[src/include/apms_pkg.sv]
// Package with register map, field layout and constants of the angle PLL mode-switch block
package apms_pkg;
    localparam int ADDR_W = 8;
    localparam int DATA_W = 32;
    localparam int POS_W = 24;
    localparam int SYN_W = 10;
    // Register byte offsets
    localparam logic [7:0] OFS_CTRL = 8'h00;
    localparam logic [7:0] OFS_STATUS = 8'h04;
    localparam logic [7:0] OFS_STATE_STORED = 8'h08;
    localparam logic [7:0] OFS_TRIG_STORED = 8'h0C;
    localparam logic [7:0] OFS_STATE_CORR = 8'h10;
    localparam logic [7:0] OFS_TRIG_CORR = 8'h14;
    localparam logic [7:0] OFS_INC_CNT = 8'h18;
    localparam logic [7:0] OFS_STATE_TARGET = 8'h1C;
    localparam logic [7:0] OFS_TRIG_TARGET = 8'h20;
    localparam logic [7:0] OFS_TRIG_TOOTH = 8'h24;
    localparam logic [7:0] OFS_STATE_TOOTH = 8'h28;
    // Control register bit positions
    localparam int CTRL_PLL_ENABLE = 0;
    localparam int CTRL_EMERGENCY = 1;
    localparam int CTRL_STATE_IN_EN = 2;
    localparam int CTRL_TRIG_IN_EN = 3;
    localparam int CTRL_BACKWARD = 4;
    // Status register bit positions
    localparam int STAT_LOCK = 0;
    localparam int STAT_MODE_SHADOW = 1;
    localparam int STAT_MISSING = 2;
    localparam int STAT_GAP_LSB = 4;
    // Tooth count register layout: sync factor, old sync factor, write enable
    localparam int TOOTH_SYN_LSB = 0;
    localparam int TOOTH_OLD_LSB = 10;
    localparam int TOOTH_SYNC_WRITE_ENABLE = 31;
    // Gaps needed to raise the lock flag again after a direction change
    localparam logic [2:0] RELOCK_GAPS = 3'h2;
    localparam logic [31:0] RESET_ZERO = 32'h00000000;
endpackage

[src/rtl/apms_mode_switch.sv]
// Mode-switch, lock and sync-factor logic of the angle PLL
//
// Local design decisions: strobed register access and the register addresses.
`timescale 1ns/1ps
module apms_mode_switch #(
    parameter int POS_W = apms_pkg::POS_W
) (
    input wire logic clock,
    input wire logic srst,
    input wire logic [apms_pkg::ADDR_W-1:0] addr,
    input wire logic [apms_pkg::DATA_W-1:0] wdata,
    input wire logic wr,
    input wire logic rd,
    output logic [apms_pkg::DATA_W-1:0] rdata,
    input wire logic state_slope_pin,
    input wire logic trigger_slope_pin,
    input wire logic missing_state_pin,
    input wire logic direction_change_pin,
    output logic first_lock_flag,
    output logic [POS_W-1:0] state_position_corrected,
    output logic [POS_W-1:0] trigger_position_corrected
);
    // Widths beyond the data word cannot be reached over the register port
    if (POS_W < 2 || POS_W > apms_pkg::DATA_W) begin
        $error("POS_W must lie between 2 and the data width");
    end

    ////////////////////////////////////////////////////////////////////////
    // Pin synchronisers; events come from another domain
    logic [3:0] sync1;
    logic [3:0] sync2;
    logic [3:0] sync3;
    always_ff @(posedge clock) begin
        if (srst) begin
            sync1 <= 4'h0;
            sync2 <= 4'h0;
            sync3 <= 4'h0;
        end else begin
            sync1 <= {direction_change_pin, missing_state_pin, trigger_slope_pin,
                      state_slope_pin};
            sync2 <= sync1;
            sync3 <= sync2;
        end
    end
    // Rising edges of the second stage only
    logic state_ev, trig_ev, miss_ev, dir_ev;
    assign state_ev = sync2[0] & ~sync3[0];
    assign trig_ev = sync2[1] & ~sync3[1];
    assign miss_ev = sync2[2] & ~sync3[2];
    assign dir_ev = sync2[3] & ~sync3[3];

    ////////////////////////////////////////////////////////////////////////
    // Control register
    logic pll_enable_bit, emergency_mode_select, state_input_enable;
    logic trigger_input_enable, backward;
    logic wr_ctrl;
    assign wr_ctrl = wr && addr == apms_pkg::OFS_CTRL;
    always_ff @(posedge clock) begin
        if (srst) begin
            pll_enable_bit <= 1'b0;
            emergency_mode_select <= 1'b0;
            state_input_enable <= 1'b0;
            trigger_input_enable <= 1'b0;
            backward <= 1'b0;
        end else if (wr_ctrl) begin
            pll_enable_bit <= wdata[apms_pkg::CTRL_PLL_ENABLE];
            emergency_mode_select <= wdata[apms_pkg::CTRL_EMERGENCY];
            state_input_enable <= wdata[apms_pkg::CTRL_STATE_IN_EN];
            trigger_input_enable <= wdata[apms_pkg::CTRL_TRIG_IN_EN];
            backward <= wdata[apms_pkg::CTRL_BACKWARD];
        end
    end

    // Active events only count when their input is enabled
    logic act_state, act_trig;
    assign act_state = state_ev & state_input_enable;
    assign act_trig = trig_ev & trigger_input_enable;

    ////////////////////////////////////////////////////////////////////////
    // Stored counts, increment count and pulse targets, all software-loaded
    logic [POS_W-1:0] state_position_stored, trigger_position_stored;
    logic [POS_W-1:0] pulse_increment_count, state_target, trig_target;
    always_ff @(posedge clock) begin
        if (srst) begin
            state_position_stored <= '0;
            trigger_position_stored <= '0;
            pulse_increment_count <= '0;
            state_target <= '0;
            trig_target <= '0;
        end else if (wr) begin
            if (addr == apms_pkg::OFS_STATE_STORED) begin
                state_position_stored <= wdata[POS_W-1:0];
            end else if (addr == apms_pkg::OFS_TRIG_STORED) begin
                trigger_position_stored <= wdata[POS_W-1:0];
            end else if (addr == apms_pkg::OFS_INC_CNT) begin
                pulse_increment_count <= wdata[POS_W-1:0];
            end else if (addr == apms_pkg::OFS_STATE_TARGET) begin
                state_target <= wdata[POS_W-1:0];
            end else if (addr == apms_pkg::OFS_TRIG_TARGET) begin
                trig_target <= wdata[POS_W-1:0];
            end
        end
    end

    ////////////////////////////////////////////////////////////////////////
    // Mode shadow and pending transition tracking
    logic mode_shadow;
    logic was_enabled;
    logic pend_to_emerg, pend_to_norm, pend_start;
    logic capture;
    // Shadow only follows the request on active events while enabled
    assign capture = pll_enable_bit & (act_state | act_trig);
    always_ff @(posedge clock) begin
        if (srst) begin
            mode_shadow <= 1'b0;
            was_enabled <= 1'b0;
        end else begin
            was_enabled <= pll_enable_bit;
            if (capture) begin
                mode_shadow <= emergency_mode_select;
            end
        end
    end

    // Corrections due on the slope that follows a captured mode change
    always_ff @(posedge clock) begin
        if (srst) begin
            pend_to_emerg <= 1'b0;
            pend_to_norm <= 1'b0;
            pend_start <= 1'b0;
        end else if (!pll_enable_bit) begin
            pend_to_emerg <= 1'b0;
            pend_to_norm <= 1'b0;
            pend_start <= 1'b0;
        end else begin
            // Enable edge: first event only copies the stored count
            if (!was_enabled) begin
                pend_start <= 1'b1;
            end else if (capture) begin
                pend_start <= 1'b0;
            end
            // Cleared once served so later slopes leave the count alone
            if (capture && was_enabled && !pend_start &&
                emergency_mode_select && !mode_shadow) begin
                pend_to_emerg <= 1'b1;
            end else if (act_state) begin
                pend_to_emerg <= 1'b0;
            end
            if (capture && was_enabled && !pend_start &&
                !emergency_mode_select && mode_shadow) begin
                pend_to_norm <= 1'b1;
            end else if (act_trig) begin
                pend_to_norm <= 1'b0;
            end
        end
    end

    ////////////////////////////////////////////////////////////////////////
    // Corrected position counts
    logic [POS_W-1:0] state_corr_value, trig_corr_value;
    assign state_corr_value = pulse_increment_count - state_target;
    assign trig_corr_value = pulse_increment_count - trig_target;
    logic [POS_W-1:0] next_state_corr, next_trig_corr;
    // Forward adds, backward subtracts
    assign next_state_corr = backward ? state_position_stored - state_corr_value
                                      : state_position_stored + state_corr_value;
    assign next_trig_corr = backward ? trigger_position_stored - trig_corr_value
                                     : trigger_position_stored + trig_corr_value;
    always_ff @(posedge clock) begin
        if (srst) begin
            state_position_corrected <= '0;
        end else if (wr && addr == apms_pkg::OFS_STATE_CORR) begin
            state_position_corrected <= wdata[POS_W-1:0];
        end else if (pend_start && act_state && emergency_mode_select) begin
            state_position_corrected <= state_position_stored;
        end else if (pend_to_emerg && act_state) begin
            state_position_corrected <= next_state_corr;
        end
    end
    always_ff @(posedge clock) begin
        if (srst) begin
            trigger_position_corrected <= '0;
        end else if (wr && addr == apms_pkg::OFS_TRIG_CORR) begin
            trigger_position_corrected <= wdata[POS_W-1:0];
        end else if (pend_start && act_trig && !emergency_mode_select) begin
            trigger_position_corrected <= trigger_position_stored;
        end else if (pend_to_norm && act_trig) begin
            trigger_position_corrected <= next_trig_corr;
        end
    end

    ////////////////////////////////////////////////////////////////////////
    // Lock flag: cleared on direction change in emergency, relocked by gaps
    logic [2:0] gap_count;
    logic missing_state_flag;
    logic relocking;
    always_ff @(posedge clock) begin
        if (srst) begin
            first_lock_flag <= 1'b0;
            gap_count <= 3'h0;
            relocking <= 1'b0;
        end else if (mode_shadow && dir_ev) begin
            first_lock_flag <= 1'b0;
            gap_count <= 3'h0;
            relocking <= 1'b1;
        end else if (relocking && miss_ev) begin
            // Intended count of two, not the four of older silicon
            if (gap_count + 3'h1 >= apms_pkg::RELOCK_GAPS) begin
                first_lock_flag <= 1'b1;
                relocking <= 1'b0;
                gap_count <= 3'h0;
            end else begin
                gap_count <= gap_count + 3'h1;
            end
        end else if (relocking && act_state) begin
            gap_count <= 3'h0; // Gaps must be consecutive
        end else if (!relocking && pll_enable_bit && act_state) begin
            first_lock_flag <= 1'b1;
        end
    end
    // Missing state flag: set wins over a clear write of ones
    always_ff @(posedge clock) begin
        if (srst) begin
            missing_state_flag <= 1'b0;
        end else if (miss_ev) begin
            missing_state_flag <= 1'b1;
        end else if (wr && addr == apms_pkg::OFS_STATUS && wdata[apms_pkg::STAT_MISSING]) begin
            missing_state_flag <= 1'b0;
        end
    end

    ////////////////////////////////////////////////////////////////////////
    // Tooth count registers: sync factor and old sync factor
    logic [apms_pkg::SYN_W-1:0] trig_syn, trig_syn_old, state_syn, state_syn_old;
    always_ff @(posedge clock) begin
        if (srst) begin
            trig_syn <= '0;
            trig_syn_old <= '0;
            state_syn <= '0;
            state_syn_old <= '0;
        end else if (wr && wdata[apms_pkg::TOOTH_SYNC_WRITE_ENABLE]) begin
            // Old field takes the written bits, not the previous factor
            if (addr == apms_pkg::OFS_TRIG_TOOTH) begin
                trig_syn <= wdata[apms_pkg::TOOTH_SYN_LSB +: apms_pkg::SYN_W];
                trig_syn_old <= wdata[apms_pkg::TOOTH_OLD_LSB +: apms_pkg::SYN_W];
            end else if (addr == apms_pkg::OFS_STATE_TOOTH) begin
                state_syn <= wdata[apms_pkg::TOOTH_SYN_LSB +: apms_pkg::SYN_W];
                state_syn_old <= wdata[apms_pkg::TOOTH_OLD_LSB +: apms_pkg::SYN_W];
            end
        end
    end

    ////////////////////////////////////////////////////////////////////////
    // Read mux; unmapped addresses read zero
    logic [apms_pkg::DATA_W-1:0] next_rdata;
    always_comb begin
        next_rdata = apms_pkg::RESET_ZERO;
        if (addr == apms_pkg::OFS_CTRL) begin
            next_rdata[apms_pkg::CTRL_PLL_ENABLE] = pll_enable_bit;
            next_rdata[apms_pkg::CTRL_EMERGENCY] = emergency_mode_select;
            next_rdata[apms_pkg::CTRL_STATE_IN_EN] = state_input_enable;
            next_rdata[apms_pkg::CTRL_TRIG_IN_EN] = trigger_input_enable;
            next_rdata[apms_pkg::CTRL_BACKWARD] = backward;
        end else if (addr == apms_pkg::OFS_STATUS) begin
            next_rdata[apms_pkg::STAT_LOCK] = first_lock_flag;
            next_rdata[apms_pkg::STAT_MODE_SHADOW] = mode_shadow;
            next_rdata[apms_pkg::STAT_MISSING] = missing_state_flag;
            next_rdata[apms_pkg::STAT_GAP_LSB +: 3] = gap_count;
        end else if (addr == apms_pkg::OFS_STATE_STORED) begin
            next_rdata[POS_W-1:0] = state_position_stored;
        end else if (addr == apms_pkg::OFS_TRIG_STORED) begin
            next_rdata[POS_W-1:0] = trigger_position_stored;
        end else if (addr == apms_pkg::OFS_STATE_CORR) begin
            next_rdata[POS_W-1:0] = state_position_corrected;
        end else if (addr == apms_pkg::OFS_TRIG_CORR) begin
            next_rdata[POS_W-1:0] = trigger_position_corrected;
        end else if (addr == apms_pkg::OFS_INC_CNT) begin
            next_rdata[POS_W-1:0] = pulse_increment_count;
        end else if (addr == apms_pkg::OFS_STATE_TARGET) begin
            next_rdata[POS_W-1:0] = state_target;
        end else if (addr == apms_pkg::OFS_TRIG_TARGET) begin
            next_rdata[POS_W-1:0] = trig_target;
        end else if (addr == apms_pkg::OFS_TRIG_TOOTH) begin
            next_rdata[apms_pkg::TOOTH_SYN_LSB +: apms_pkg::SYN_W] = trig_syn;
            next_rdata[apms_pkg::TOOTH_OLD_LSB +: apms_pkg::SYN_W] = trig_syn_old;
        end else if (addr == apms_pkg::OFS_STATE_TOOTH) begin
            next_rdata[apms_pkg::TOOTH_SYN_LSB +: apms_pkg::SYN_W] = state_syn;
            next_rdata[apms_pkg::TOOTH_OLD_LSB +: apms_pkg::SYN_W] = state_syn_old;
        end
    end
    // Read data valid only the cycle after the strobe, zero otherwise
    always_ff @(posedge clock) begin
        if (srst) begin
            rdata <= apms_pkg::RESET_ZERO;
        end else begin
            rdata <= rd ? next_rdata : apms_pkg::RESET_ZERO;
        end
    end
endmodule

[config.mk]
export PLATFORM = sky130hd
export DESIGN_NAME = apms_mode_switch
export DESIGN_NICKNAME = d
export VERILOG_FILES = /design/src/include/apms_pkg.sv /design/src/rtl/apms_mode_switch.sv
export SDC_FILE = /design/constraint.sdc
export NUM_CORES = 1
export LEC_CHECK = 0
export BUFFER_PORTS_ARGS = -buffer_cell sky130_fd_sc_hd__buf_2
export CAP_MARGIN = 5
export CORE_MARGIN = 5
export CORE_UTILIZATION = 40
export CTS_CLUSTER_DIAMETER = 30
export DETAILED_ROUTE_END_ITERATION = 7
export PLACE_DENSITY_LB_ADDON = 0.08
export SLEW_MARGIN = 20
export SYNTH_ARGS = -nofsm -noshare
export SYNTH_HDL_FRONTEND = slang
export SYNTH_SLANG_ARGS = --single-unit
[constraint.sdc]
create_clock -name clock -period 6.53 [get_ports clock]
set_clock_uncertainty 0.15 [all_clocks]
set_input_delay 0.3265 -clock clock [delete_from_list [all_inputs] [get_ports clock]]
set_output_delay 0.3265 -clock clock [all_outputs]
set_load 0.01 [all_outputs]
# After elaboration in Yosys (flattened, before gate mapping)
# Index checks and enable logic that the tools add are counted.
# totals
ram_bits	0
rom_bits	0
n_memories	0
latch_bits	0
register_bits	268
# classes
bitwise	19
shift	0
n_addsub	7
eq_ne	13
div	0
n_mul	0
reduce_logical	51
muxes	40
magnitude_cmp	1
# op_table
operator	n
2-to-1 mux 24 bit	14
subtractor 24 bit	4
2-to-1 mux 20 bit	3
adder 24 bit	2
equality test 8 x 5 -> 1 bit, second input constant	4
equality test 8 x 6 -> 1 bit, second input constant	3
logical AND 1 bit	23
equality test 8 x 4 -> 1 bit, second input constant	2
2-to-1 mux 1 bit	16
2-to-1 mux 3 bit	5
nonzero test 2 bit	7
NOT 1 bit	11
AND reduction 3 bit	3
equality test 8 x 3 -> 1 bit, second input constant	1
logical NOT 8 bit	1
bitwise AND 1 bit	7
AND reduction 2 bit	3
AND reduction 6 bit	1
nonzero test 3 bit	2
OR reduction 2 bit	3
2-to-1 mux 5 bit	1
AND reduction 5 bit	1
logical NOT 1 bit	4
2-to-1 mux 4 bit	1
8 further kinds	9

# Longest topological paths before layout
# logic_depth
word_depth	12
depth_mapped	25
ltp_nobuf	25

# Worst setup path after synthesis
# OpenSTA, ideal clock, no wires.
# synth_path
kind	flip-flop to flip-flop
start	register pulse_increment_count[0]
end	register trigger_position_corrected[23]
setup_time_ns	0.122
t_arrival_ns	5.062
stages_incl_launch_ff	25
t_required_ns	6.258
slack_ns	1.196
n_path_buf	0
cell_sequence	dfxtp_1 > inv_1 > ha_1 > inv_1 > fa_1 > a21oi_1 > or3b_2 > nand3b_1 > xnor2_1 > o211ai_1 > nor4_1 > nor2_1 > xor2_1 > ha_1 > a21o_1 > a21oi_1 > a21oi_1 > o31ai_1 > a21boi_0 > a311o_1 > a211oi_1 > xnor3_1 > nor2_1 > nor4b_2 > a221o_1
# synth_between
elab_chain_cells	6
word_cells_on_any_way	7
classes_between	add/sub: 3; mux: 4
# synth_lines
element	line_no	text
from (decl)	apms_mode_switch.sv:82	logic [POS_W-1:0] pulse_increment_count, state_target, trig_target;
from (signal assigned)	apms_mode_switch.sv:96	pulse_increment_count <= wdata[POS_W-1:0];
subtractor 24 bit (*)	apms_mode_switch.sv:162	assign trig_corr_value = pulse_increment_count - trig_target;
adder 24 bit or subtractor 24 bit (tied branches)	apms_mode_switch.sv:168, apms_mode_switch.sv:167	
2-to-1 mux 24 bit (*)	apms_mode_switch.sv:167	assign next_trig_corr = backward ? trigger_position_stored - trig_corr_value
2-to-1 mux 24 bit (*)	apms_mode_switch.sv:187	end else if (pend_to_norm && act_trig) begin
2-to-1 mux 24 bit (*)	apms_mode_switch.sv:185	end else if (pend_start && act_trig && !emergency_mode_select) begin
2-to-1 mux 24 bit (*)	apms_mode_switch.sv:183	end else if (wr && addr == apms_pkg::OFS_TRIG_CORR) begin
to (signal assigned)	apms_mode_switch.sv:184	trigger_position_corrected <= wdata[POS_W-1:0];
to (signal assigned)	apms_mode_switch.sv:186	trigger_position_corrected <= trigger_position_stored;
to (signal assigned)	apms_mode_switch.sv:188	trigger_position_corrected <= next_trig_corr;
to (decl)	apms_mode_switch.sv:21	output logic [POS_W-1:0] trigger_position_corrected
# Every way passes the cells marked *; elsewhere a longest branch is shown, timed or not. The select of a mux whose other input is x is not followed.
# A chain may end at the register's enable or synchronous reset.

# Worst setup path after layout
# Ends and elaborated chain as after synthesis.

==> results_dict.tcl <==
set metrics [dict create \
    insertion_delay_ns 0.60 \
    antennaDiodeCount 0 \
    nets 2539 \
    hold_start "srst" \
    drt_iter0_markers 1412 \
    placement_rows 75 \
    routed-via-count 17400 \
    synthArstFlopShare_pct 0 \
    htree_levels 3 \
    cp_data_required_time_ns 6.85 \
    vdd_ir_drop_max_mv 0.298 \
    hpwl_um 47500 \
    clockBufferDepth 3 \
    tritoncts "yes" \
    cts_buffers 80 \
    seqCellArea_sq_um 5200 \
    crit_path_start_kind "flip-flop" \
    fin_crit_sh_pct 92.2 \
    switching_share_pct 24.5 \
    drt-pass1-iter-count 5 \
    viasPerCell 5.80 \
    pwr-share-seq_pct 25.6 \
    setup_viol 0 \
    top_layer_used "met5" \
    met2_length_um 30500 \
    overflow 0 \
    p_leak_nw 8.19 \
    multiInputGateArea_sq_um 10900 \
    reg2reg_from "pulse_increment_count[0]" \
    ys.flop_type "dfxtp_1" \
    wl_per_cell_um 21.9 \
    fill_cells 4147 \
    die_h_um 216 \
    startpoint "pulse_increment_count[0]" \
    avgSynthCellArea_sq_um 7.39 \
    hold_viol_final 0 \
    synth_edf_count 0 \
    synth_area_sq_um 17000 \
    critPathMaxFanout 5 \
    cp-end-kind "flip-flop" \
    die_area_sq_um 46600 \
    numClockSinks 260 \
    clk_pin_slew_ns 0.04 \
    grt_usage_pct 27.2 \
    hold_path_class "in -> reg" \
    power.density_nw_per_um2 299 \
    tns_ns 0 \
    synth_cell_type_count 83 \
    place_inst 2820 \
    p_int_w 0.00473 \
    clkPwrFrac_pct 63.7 \
    place_congestion 0.902 \
    net-switching-power_w 0.00154 \
    period_needed_ns 6.02 \
    fin_cells 2996 \
    netlist_instances 2293 \
    drt_wl_total_um 65600 \
    max_freq_mhz 166 \
    fp.dieW_um 216 \
    drc 0 \
    worst_pin_slew_ns 1.11 \
    final_common_cell "nand2_1" \
    rsz0062_at_grt "false" \
    pin_count 129 \
    drv_cap 0 \
    slew-limit-headroom_pct 25.8 \
    start_util_pct 40.4 \
    critPathKind "reg -> reg" \
    pwr-share-comb_pct 10.8 \
    final_cell_mix "473 x nand2_1, 320 x a21oi_1, 260 x dfxtp_1" \
    cts_setup_buffers 0 \
    ys_seq_area_share_pct 30.7 \
    arrival_ns 6.34 \
    drive_gt1_share_pct 13.0 \
    grt_antenna_before_repair 1 \
    syn_to_final_growth_pct 23.5 \
    coreArea_sq_um 41900 \
    outcome "completed" \
    grt_max_degree 159 \
    grt_pass1_wl_um 99500 \
    numPortBuffers 113 \
    root_buffer "clkbuf_16" \
    drv_slew 0 \
    wl_met1_um 27900 \
    synth_warnings 0 \
    grt_pass1_vias 16700 \
    ys_ff_latch 260 \
    wl_met3_um 3650 \
    drt.antenna.violating_nets 0 \
]
[metrics by stage]
step	area [sq um]	utilization [%]	hold WS [ns]	worst slack [ns]	power (W)
finish	20900	49.9	0.0478	0.507	0.00627
global route	20900	49.9	0.0756	0.0642	0.00648
CTS	20900	49.9	0.0460	0.503	0.00631
detailed placement	17800	42.5	0.269	0.546	0.00228
global placement	17800	42.5	0.264	0.616	0.00228
floorplan	17000	-	0.258	1.20	0.00214
[cell families after synthesis]
| kind of cell | Yosys count | share of synthesized area [%] |
|---|---|---|
| other | 1 | 0.0221 |
| adder cells (fa/ha/maj) | 100 | 7.56 |
| multiplexers | 9 | 0.546 |
| AO/OA/AOI/OAI | 723 | 27.4 |
| buffers and inverters | 243 | 5.57 |
| AND/OR/NAND/NOR | 840 | 22.1 |
| flip-flops | 260 | 30.7 |
| XOR/XNOR | 117 | 6.13 |
[final cells by class]
| cell class | instances | share of cell area, % |
|---|---|---|
| Sequential cell | 260 | 24.9 |
| Clock buffer | 107 | 10.8 |
| Timing Repair Buffer | 166 | 5.02 |
| Inverter | 86 | 1.54 |
| Clock inverter | 41 | 2.62 |
| Tap cell | 539 | 3.22 |
| Multi-Input combinational cell | 1797 | 51.9 |
[power groups by stage]
stage / clock, W / sequential [W] / combinational (W)
final: 0.00399 / 0.00160 / 0.000675
after global routing: 0.00414 / 0.00160 / 0.000744
after CTS: 0.00404 / 0.00160 / 0.000669
after detailed placement: 0 / 0.00163 / 0.000651
after global placement: 0 / 0.00163 / 0.000649
after floorplan: 0 / 0.00163 / 0.000507
[repair_timing]
action / 4_1_cts / 5_1_grt
resized for setup: 0 / 1
hold endpoints to repair: 187 / 0
hold buffers: 28 / 0
endpoints found under the setup margin: 0 / 1
[path summary, 6_finish.rpt]
kind / endpoint / slack [ns] / cells past startpoint
max reg2reg: trigger_position_corrected[23] / 0.51 / 25
min reg2reg: sync2[2] / 0.28 / 1
min: missing_state_flag / 0.05 / 2
max: trigger_position_corrected[23] / 0.51 / 25
[registers in the layout (all words and copies together), names as in the netlist, 10 cells and up]
signal and flops:
trig_syn 10, trigger_position_stored 24, state_target 24, state_position_stored 24, rdata 24, state_syn 10, pulse_increment_count 24, trigger_position_corrected 24
trig_syn_old 10, state_position_corrected 24, state_syn_old 10, trig_target 24
[synthesized netlist by cell type (5+ instances only)]
cell       count  area (sq um)
nor2b_1       21           131
a211oi_1      20           150
and2_1        13          81.3
nand3b_1       7          52.6
xor2_1        40           350
o211ai_1      58           435
nor3_1        38           190
a211o_1        5          43.8
a41oi_1        5          43.8
nor2_1       122           458
a21oi_1      321          1610
inv_1         86           323
nor4_1         9          56.3
a22oi_1       55           413
a221oi_1      16           140
a31oi_1       18           113
xnor2_1       76           666
buf_4          8          60.1
nand3_1       49           245
a21o_1        40           300
o31ai_1        6          45.0
mux2i_1        7          70.1
a22o_1         8          70.1
o21a_1        10          75.1
dfxtp_1      260          5200
o2111ai_1      5          43.8
ha_1          96          1200
or3_1          6          37.5
clkbuf_1     143           537
nand2b_1      16           100
or2_2         11          68.8
nand4_1       20           125
o21bai_1      10          75.1
and3_1        26           163
nor3b_1        6          45.0
o221ai_1      18           158
nand2_1      474          1780
a311oi_1       8          70.1
o21ai_0       67           335
[worst max-delay path: stages, from the launching register on]
cell and delay, ns:
dfxtp_1 0.36, inv_1 0.11, ha_1 0.22, inv_1 0.07
fa_1 0.24, a21oi_1 0.09, or3b_2 0.49, nand3b_1 0.12
xnor2_1 0.17, o211ai_1 0.22, nor4_1 0.27, buf_4 0.17
nor2_1 0.04, xor2_1 0.16, ha_1 0.34, a21o_1 0.19
a21oi_1 0.20, a21oi_1 0.14, o31ai_2 0.30, a21boi_0 0.18
a311o_1 0.42, a211oi_1 0.27, xnor3_1 0.44, nor2_1 0.19
nor4b_2 0.07, a221o_1 0.28
[routing by layer]
metal | global-route usage [%] | vias to the layer above
met5 | 0 | -
li1 | - | 8385
met1 | 34.3 | 8213
met2 | 44.8 | 617
met4 | 13.4 | 2
met3 | 4.78 | 154
(Power assumes the default switching activity.)
